==> src/common/sfp_pkg.sv <==
// Shared constants, types and the frame checksum for the serial frame port.
// Assumes a single system clock; all pin timing is recovered by sampling.
package sfp_pkg;
  // Frame lengths in falling serial clock edges
  localparam int SFP_LEN_PLAIN = 24;
  localparam int SFP_LEN_CRC = 32;
  localparam int SFP_CNT_W = 6;
  localparam logic [5:0] SFP_CNT_MAX = 6'h3f;
  localparam logic [5:0] SFP_MIN_PLAIN = 6'h18;
  localparam logic [5:0] SFP_MIN_CRC = 6'h20;
  // Checksum generator x^8+x^2+x+1, start value, no final inversion
  localparam logic [7:0] SFP_CRC_POLY = 8'h07;
  localparam logic [7:0] SFP_CRC_INIT = 8'h00;
  // Reset values
  localparam logic [31:0] SFP_RESP_RST = 32'h0000_0000;

  // Command word, packed exactly as frame bits 23:0
  typedef struct packed {
    logic rw;
    logic [2:0] rsv;
    logic [3:0] addr;
    logic [15:0] data;
  } sfp_cmd_t;

  typedef enum logic [1:0] {
    SFP_IDLE = 2'b00,
    SFP_SHIFT = 2'b01,
    SFP_EVAL = 2'b10,
    SFP_RESP = 2'b11
  } sfp_state_t;

  // Bitwise checksum, MSB first
  function automatic logic [7:0] sfp_crc8(input logic [23:0] d);
    logic [7:0] c;
    logic fb;
    c = SFP_CRC_INIT;
    for (int i = 23; i >= 0; i--) begin
      fb = c[7] ^ d[i];
      c = {c[6:0], 1'b0} ^ (fb ? SFP_CRC_POLY : 8'h00);
    end
    return c;
  endfunction
endpackage

==> src/logic/sfp_port.sv <==
// Serial frame port with optional checksum: shifts host frames, decodes
// write and read commands, returns answers and chains to a further device.
// Assumes register storage sits outside on clk_sys; pins arrive unsynchronised.
//
// Contract
// - Accept free or gated serial clock; sample input on falling edges.
// - Frames shorter than the minimum are discarded entirely.
// - Longer frames use only the last 24 or 32 shifted bits.
// - Chip select high: ignore clock and input, output in high impedance.
// - Plain frame: flag bit 23, zeros 22:20, address 19:16, data 15:0.
// - Write stores the data field; read ignores it.
// - Read answer echoes flag, zeros and address, then register contents.
// - Output bits launch on rising or falling edge per edge select.
// - Beyond 24 pulses, bits leaving the shifter appear on the output.
// - Chip select rising moves the frame inward and stops shifting.
// - A configuration bit enables checking; frames become 32 bits.
// - The checksum is the 8-bit CRC x^8+x^2+x+1.
// - At chip select rising check the 32-bit frame; accept on zero remainder.
// - A write failing the check changes no register.
// - With checking on every output frame ends in an 8-bit CRC.
// - After a checked write echo flag, address, data, error bit 30, CRC.
// - Alarm enabled with source zero turns the output pin into CRC alarm.
`timescale 1ns/100ps
module sfp_port
  import sfp_pkg::*;
(
  input wire logic clk_sys,
  input wire logic rst_n,
  input wire logic cs_n,
  input wire logic sclk,
  input wire logic sdi,
  output logic serial_out_alarm_pin,
  output logic serial_out_alarm_pin_oe,
  input wire logic crc_enable,
  input wire logic sdo_edge_select,
  input wire logic alarm_pin_enable,
  input wire logic alarm_source_select,
  output logic wr_valid,
  output sfp_cmd_t wr_cmd,
  output logic [3:0] rd_addr,
  input wire logic [15:0] rd_data,
  output logic crc_error
);

  ////////////////////////////////////////////////////////////////////////////
  // Pin synchronisers; stage one feeds only stage two
  logic [2:0] sync1;
  logic [2:0] sync2;
  logic cs_prev;
  logic sclk_prev;

  always_ff @(posedge clk_sys or negedge rst_n) begin
    if (!rst_n) begin
      sync1 <= 3'h7;
      sync2 <= 3'h7;
      cs_prev <= 1'b1;
      sclk_prev <= 1'b1;
    end else begin
      sync1 <= {cs_n, sclk, sdi};
      sync2 <= sync1;
      cs_prev <= sync2[2];
      sclk_prev <= sync2[1];
    end
  end

  logic cs_s;
  logic sdi_s;
  logic cs_fall;
  logic cs_rise;
  logic sclk_fall;
  logic sclk_rise;

  // Edges found by the system clock; serial clock may run or stop freely
  assign cs_s = sync2[2];
  assign sdi_s = sync2[0];
  assign cs_fall = cs_prev & ~cs_s;
  assign cs_rise = ~cs_prev & cs_s;
  assign sclk_fall = sclk_prev & ~sync2[1];
  assign sclk_rise = ~sclk_prev & sync2[1];

  ////////////////////////////////////////////////////////////////////////////
  // Frame engine state
  sfp_state_t state, next_state;
  logic [31:0] shreg, next_shreg;
  logic [SFP_CNT_W-1:0] cnt, next_cnt;
  logic [31:0] resp, next_resp;
  sfp_cmd_t cmd, next_cmd;
  logic sdo_q, next_sdo_q;
  logic crc_err, next_crc_err;
  logic next_wr_valid;
  sfp_cmd_t next_wr_cmd;
  logic [3:0] next_rd_addr;

  logic [5:0] min_len;
  logic top_bit;
  logic next_top;
  sfp_cmd_t cmd_in;
  logic crc_ok;
  logic [15:0] ans_data;
  logic [23:0] ans_head;
  logic [31:0] ans;

  // Length and field selection follow the checking mode
  assign min_len = crc_enable ? SFP_MIN_CRC : SFP_MIN_PLAIN;
  assign top_bit = crc_enable ? shreg[31] : shreg[23];
  assign next_top = crc_enable ? shreg[30] : shreg[22];
  assign cmd_in = crc_enable ? shreg[31:8] : shreg[23:0];
  assign crc_ok = !crc_enable || (sfp_crc8(shreg[31:8]) == shreg[7:0]);

  // Answer word built from the latched command
  assign ans_data = cmd.rw ? rd_data : cmd.data;
  assign ans_head = {cmd.rw, 3'h0, cmd.addr, ans_data};
  assign ans = crc_enable
    ? {cmd.rw, crc_err, 2'h0, cmd.addr, ans_data,
       sfp_crc8({cmd.rw, crc_err, 2'h0, cmd.addr, ans_data})}
    : {8'h00, ans_head};

  // Next-value logic of the frame engine
  always_comb begin
    next_state = state;
    next_shreg = shreg;
    next_cnt = cnt;
    next_resp = resp;
    next_cmd = cmd;
    next_sdo_q = sdo_q;
    next_crc_err = crc_err;
    next_wr_valid = 1'b0;
    next_wr_cmd = wr_cmd;
    next_rd_addr = rd_addr;
    case (state)
      SFP_IDLE: begin
        // Answer preloads the shifter so it leaves ahead of chained data
        if (cs_fall) begin
          next_state = SFP_SHIFT;
          next_shreg = resp;
          next_cnt = '0;
          next_sdo_q = crc_enable ? resp[31] : resp[23];
        end
      end
      SFP_SHIFT: begin
        if (cs_rise) begin
          next_state = SFP_EVAL;
        end else if (sclk_fall) begin
          next_shreg = {shreg[30:0], sdi_s};
          if (cnt != SFP_CNT_MAX) begin
            next_cnt = cnt + 6'h01;
          end
          if (sdo_edge_select) begin
            next_sdo_q = next_top;
          end
        end else if (sclk_rise && !sdo_edge_select) begin
          next_sdo_q = top_bit;
        end
      end
      SFP_EVAL: begin
        if (cnt < min_len) begin
          next_state = SFP_IDLE;
        end else begin
          next_state = SFP_RESP;
          next_cmd = cmd_in;
          next_rd_addr = cmd_in.addr;
          if (crc_enable) begin
            next_crc_err = !crc_ok;
          end
          // Failed check blocks the store
          if (!cmd_in.rw && crc_ok) begin
            next_wr_valid = 1'b1;
            next_wr_cmd = cmd_in;
          end
        end
      end
      SFP_RESP: begin
        // Read data sampled one cycle after the address went out
        next_resp = ans;
        next_state = SFP_IDLE;
        if (cs_fall) begin
          next_state = SFP_SHIFT;
          next_shreg = ans;
          next_cnt = '0;
          next_sdo_q = crc_enable ? ans[31] : ans[23];
        end
      end
      default: begin
        next_state = SFP_IDLE;
      end
    endcase
  end

  // Frame engine registers
  always_ff @(posedge clk_sys or negedge rst_n) begin
    if (!rst_n) begin
      state <= SFP_IDLE;
      shreg <= SFP_RESP_RST;
      cnt <= '0;
      resp <= SFP_RESP_RST;
      cmd <= '0;
      sdo_q <= 1'b0;
      crc_err <= 1'b0;
      wr_valid <= 1'b0;
      wr_cmd <= '0;
      rd_addr <= 4'h0;
    end else begin
      state <= next_state;
      shreg <= next_shreg;
      cnt <= next_cnt;
      resp <= next_resp;
      cmd <= next_cmd;
      sdo_q <= next_sdo_q;
      crc_err <= next_crc_err;
      wr_valid <= next_wr_valid;
      wr_cmd <= next_wr_cmd;
      rd_addr <= next_rd_addr;
    end
  end

  ////////////////////////////////////////////////////////////////////////////
  // Shared output pin; alarm mode overrides data and keeps driving
  logic alarm_mode;

  assign alarm_mode = alarm_pin_enable && !alarm_source_select;
  assign serial_out_alarm_pin = alarm_mode ? crc_err : sdo_q;
  assign serial_out_alarm_pin_oe = alarm_mode | ~cs_s;
  assign crc_error = crc_err;
endmodule

==> config.mk <==
export PLATFORM = sky130hd
export DESIGN_NAME = sfp_port
export DESIGN_NICKNAME = d
export VERILOG_FILES = /design/src/common/sfp_pkg.sv /design/src/logic/sfp_port.sv
export SDC_FILE = /design/constraint.sdc
export NUM_CORES = 1
export LEC_CHECK = 0
export ABC_AREA = 1
export BUFFER_PORTS_ARGS = -buffer_cell sky130_fd_sc_hd__buf_4
export CORE_UTILIZATION = 30
export CTS_CLUSTER_DIAMETER = 40
export DETAILED_ROUTE_END_ITERATION = 6
export GPL_TIMING_DRIVEN = 0
export SLEW_MARGIN = 20
export SYNTH_ARGS = -nofsm -noshare
export SYNTH_HDL_FRONTEND = slang
export SYNTH_SLANG_ARGS = --single-unit
==> constraint.sdc <==
create_clock -name clk_sys -period 5.5 [get_ports clk_sys]
set_input_delay 1.1 -clock clk_sys [delete_from_list [all_inputs] [get_ports clk_sys]]
set_output_delay 1.1 -clock clk_sys [all_outputs]
set_load 0.005 [all_outputs]
-- Word level (Yosys, flattened, before mapping)
Index checks and enable logic that the tools add are counted.
- register bits after elaboration: 128
- input bits: 25
- output and inout bits: 32
- logic and storage cells: 236
- add/sub/neg operators: 1
- magnitude comparators: 1
- eq/ne operators: 14
- multiplexer cells: 82
- bitwise operators: 100
- reductions and logical operators: 20
- operators with widths (operator ; number):
    $xor 8x3->8 ; 38
    $mux 32 ; 5
    $mux 3 ; 48
    $pmux 32 s3 ; 1
    $xor 1x1->1 ; 36
    $mux 6 ; 5
    $mux 24 ; 1
    $mux 16 ; 1
    $mux 1 ; 15
    $xor 7x3->7 ; 2
    $ne 2x2->1 const B ; 6
    $pmux 6 s2 ; 1
    $xor 6x3->6 ; 2
    $reduce_and 5->1 ; 2
    $xor 5x3->5 ; 2
    $eq 8x8->1 ; 1
    $pmux 2 s4 ; 1
    $xor 1x1->1 const A ; 8
    $xor 4x3->4 ; 2
    $add 6x1->6 const B ; 1
    $lt 6x6->1 ; 1
    $mux 2 ; 3
    $ne 3x3->1 const B ; 2
    $ne 6x6->1 const B ; 1
    other kinds (17) ; 33

-- Depth between registers and ports, before layout
- word-level depth: 67
- gate-level depth with buffers: 26
- depth with buffers taken out: 25

-- Least setup slack after synthesis
OpenSTA, ideal clock, no wires.
- path kind: input to register
- start point: in crc_enable
- end point: reg wr_cmd[10] (netlist name)
- library setup time: 0.066 ns
- data arrival time: 3.172 ns
- required time: 5.434 ns
- slack: 2.262 ns
- stages: 11
- path buffers: 3
- cell sequence: clkbuf_1 clkbuf_1 inv_1 ha_1 nand2_1 o21ai_0 nand2_1 nor2_1 clkbuf_1 nand3_1 nand2_1
- cells in the longest elaborated chain, start to end: 4
- elaborated cells on any way between the ends: 9
- those cells by class: order compare (1); mux (2); bitwise (1); reduce/logical (5)
- RTL lines (what ; RTL line ; source):
    start, declared ; sfp_port.sv:34 ; input wire logic crc_enable,
    $mux 6, or another cell as far along ; sfp_port.sv:104 ; assign min_len = crc_enable ? SFP_MIN_CRC : SFP_MIN_PLAIN;
    $lt 6x6->1, or another cell as far along ; sfp_port.sv:156 ; if (cnt < min_len) begin
    $not 1->1 (no line) or $logic_and 1x1->1 (tied branches) ; - ;
    $reduce_and 3->1 (no line) ; - ;
    end signal, assigned ; sfp_port.sv:211 ; wr_cmd <= next_wr_cmd;
    end, declared ; sfp_port.sv:39 ; output sfp_cmd_t wr_cmd,
Several ways; a longest one is shown, not always the timed one.
A chain may end at the register's enable or synchronous reset.

-- Worst setup path after layout
- start point: in crc_enable
- end point: reg wr_cmd[13] (netlist name)
Same word-level chain as after synthesis.

==> flow_summary.toml <==
[floorplanning]
die_w_um = 164
rows = 58
coreArea_um2 = 25500
dieArea_um2 = 26900
initial_core_util = 0.310
ioPinCount = 57
die_h_um = 164

[global_route]
grtUsageMet1 = 0.271
grt_pass1_vias = 7002
use_met3 = 0.0449
gr-max-usage-layer = "met2"
overflow = 0
grt_pass1_wl_mm = 38.3
grt_max_degree = 100
grt_use_total = 0.189
antenna_found_initial = 0
met2_usage = 0.278

[synthesis]
synth_area_leaders = "dfrtp_1, nand2_1, nand3_1, o21ai_0, inv_1"
synth-simple-area-share = 0.304
synth_area_per_cell_um2 = 7.16
yosys-mux-area-fraction = 0
synth_top_family_by_area = "simple AND/OR/NAND/NOR gates"
synth.largest_area_cell = "dfrtp_1"
synthDistinctLibCells = 42
synth_fa_ha_area_frac = 0.0127
synth_top_cells_by_count = "nand2_1, inv_1, dfrtp_1"
ys_seq_area_frac = 0.401
synth_xor_area_frac = 0.0517
synth_edf_count = 0
yosys.cell_count.top_type = "nand2_1"
syn_area_um2 = 7890
synth-seq-cells = 126
synth_compound_area_frac = 0.133
syn_inst = 1102
synth-async-reset-ratio = 1.00
synth_fp_nets = 1135
synth_warnings = 0
synth_top_area_frac = 0.374
synthFlopType = "dfrtp_1"

[timing]
min_period_ns = 4.00
max_freq_mhz = 250
skew_ns = 0.0101
timing.hold.ws_ns = 0.356
maxSlewHeadroom = 0.401
min_period_over_period = 0.727
rsz0062_at_grt = "no"
tns_ns = 0
final-hold-violation-count = 0
slew_violations = 0
setup_slack_ns = 1.50
tightest_slew_ns = 0.889
setup_viol = 0

[setup_path]
critPathKind = "input pin to flop"
worstPathArrival_ns = 4.36
r2r-end = "shreg[3]"
cp_slowest_stage_delay_ns = 0.62
worstPathCellList = "buf_4 -> clkbuf_1 -> clkbuf_1 -> inv_1 -> ha_1 -> nand2_1 -> o21ai_0 -> nand2_1 -> nor2_1 -> clkbuf_1 -> nand3_1 -> nand2_1"
crit_path_end_kind = "flop"
required_ns = 5.86
cp_max_fo = 10
cp.buffers_inverters = 5
startpoint = "crc_enable"
critPathLaunchType = "input pin"
reg2reg_slack_ns = 2.51
cp_slowest_cell = "nor2_1"
r2r_start = "ans_head[23]"
rr_worst_depth = 17
path_delay_family = "buffers and inverters"

[outcome]
status = "finished clean"

[final_layout]
syn_to_final_growth_pct = 19.3
nFillCells = 2663
nNetsFinal = 1211
n_antenna_cell = 0
drive_gt1_frac = 0.146

[detailed_routing]
vias_per_cell = 4.91
dr.first_iter.drc_count = 669
drc_errors = 0
vias = 7467
ant_nets = 0
wl_per_cell_um = 15.9
dr.pass1.iters = 5
wl_mm = 24.1

[cts]
cts-root-buf = "clkbuf_16"
cts_hold_buf = 0
numClockSinks = 126
path_clk_slew_ns = 0.06
ctsLongestPathBuffers = 2
htree_levels = 4
cts_buffers = 17
clk_latency_ns = 0.43
cts_tree = "done"
cts_setup_buffers = 0
ctsResizeCount = 0

[placed_design]
numPortBuffers = 56
place_hpwl_mm = 18.9
gp_congestion = 0.925
post-place-ws_ns = 1.12

[hold_path]
hold_depth = 0
holdPathEnd = "sync2[0]"
hold_start = "sync1[0]"
hold_path.class = "flop to flop"

[job]
maxCapViolations = 0
[placed cells by master, fill, tap and decap left out, types with 6 or more instances in the layout]
| cell | netlist | layout |
|---|---|---|
| inv_1 | 128 | 128 |
| clkbuf_16 | 0 | 17 |
| inv_2 | 17 | 17 |
| nor3_1 | 6 | 6 |
| a221oi_1 | 7 | 7 |
| o221ai_1 | 15 | 15 |
| nand2_2 | 28 | 28 |
| o22ai_1 | 13 | 13 |
| nand2_1 | 377 | 377 |
| dfrtp_1 | 118 | 118 |
| o21bai_1 | 8 | 8 |
| ha_1 | 8 | 8 |
| buf_4 | 6 | 61 |
| xor2_1 | 24 | 24 |
| xnor2_1 | 17 | 17 |
| o21ai_0 | 108 | 108 |
| dfstp_2 | 8 | 8 |
| clkbuf_1 | 29 | 29 |
| or2_2 | 8 | 8 |
| nor2_1 | 14 | 14 |
| a21oi_1 | 9 | 9 |
| nand3_1 | 111 | 111 |
[worst max path at each step]
| stage | endpoint | slack, ns | depth (start not counted) |
|---|---|---|---|
| after global placement | wr_cmd[13] | 1.17 | 12 |
| after CTS | wr_cmd[21] | 1.56 | 12 |
| after floorplan | wr_cmd[10] | 2.26 | 11 |
| after global routing | wr_cmd[21] | 1.27 | 12 |
| after detailed placement | wr_cmd[13] | 1.12 | 12 |
| final | wr_cmd[13] | 1.50 | 12 |
[state kept, by name (all words and copies together), names as in the netlist]
signal     count
wr_valid       1
ans_head       5
cmd           16
resp          30
sync2          3
shreg         32
sclk_prev      1
cnt            6
sync1          3
sdo_q          1
crc_error      1
cs_prev        1
wr_cmd        24
state          2
[metal layers]
layer  up-vias  routed length (um)  part of all wire
met4         0                 395             0.016
met5         -                   0                 0
met3        29                1790             0.074
met2       287               10200              0.42
met1      3454               11700              0.49
li1       3697                   -                 -
[per-stage QoR]
step,instances,util,area (um2)
6_report,1520,0.369,9410
5_1_grt,1520,0.369,9410
4_1_cts,1520,0.369,9410
3_5_place_dp,1489,0.344,8760
3_3_place_gp,1488,0.342,8720
2_1_floorplan,1102,-,7890
[area by class of cell]
type	count	area, um2	share of cell area
Clock buffer	18	439	0.0467
Clock inverter	13	215	0.0229
Tap cell	330	413	0.0439
Buffer	42	213	0.0226
Inverter	147	552	0.0586
Multi-Input combinational cell	787	3960	0.421
Timing Repair Buffer	57	455	0.0484
Sequential cell	126	3160	0.336
[cells by family (layout without fill, tap and decap cells)]
kind of cell | count (synthesis) | after routing
xor+xnor | 44 | 44
fa+ha+maj | 8 | 8
buf+inv | 189 | 277
simple gates | 557 | 557
compound gates | 178 | 178
flops | 126 | 126
Power is not shown: default switching activity piles up to over one toggle a cycle in this logic, so the estimate is an artifact.
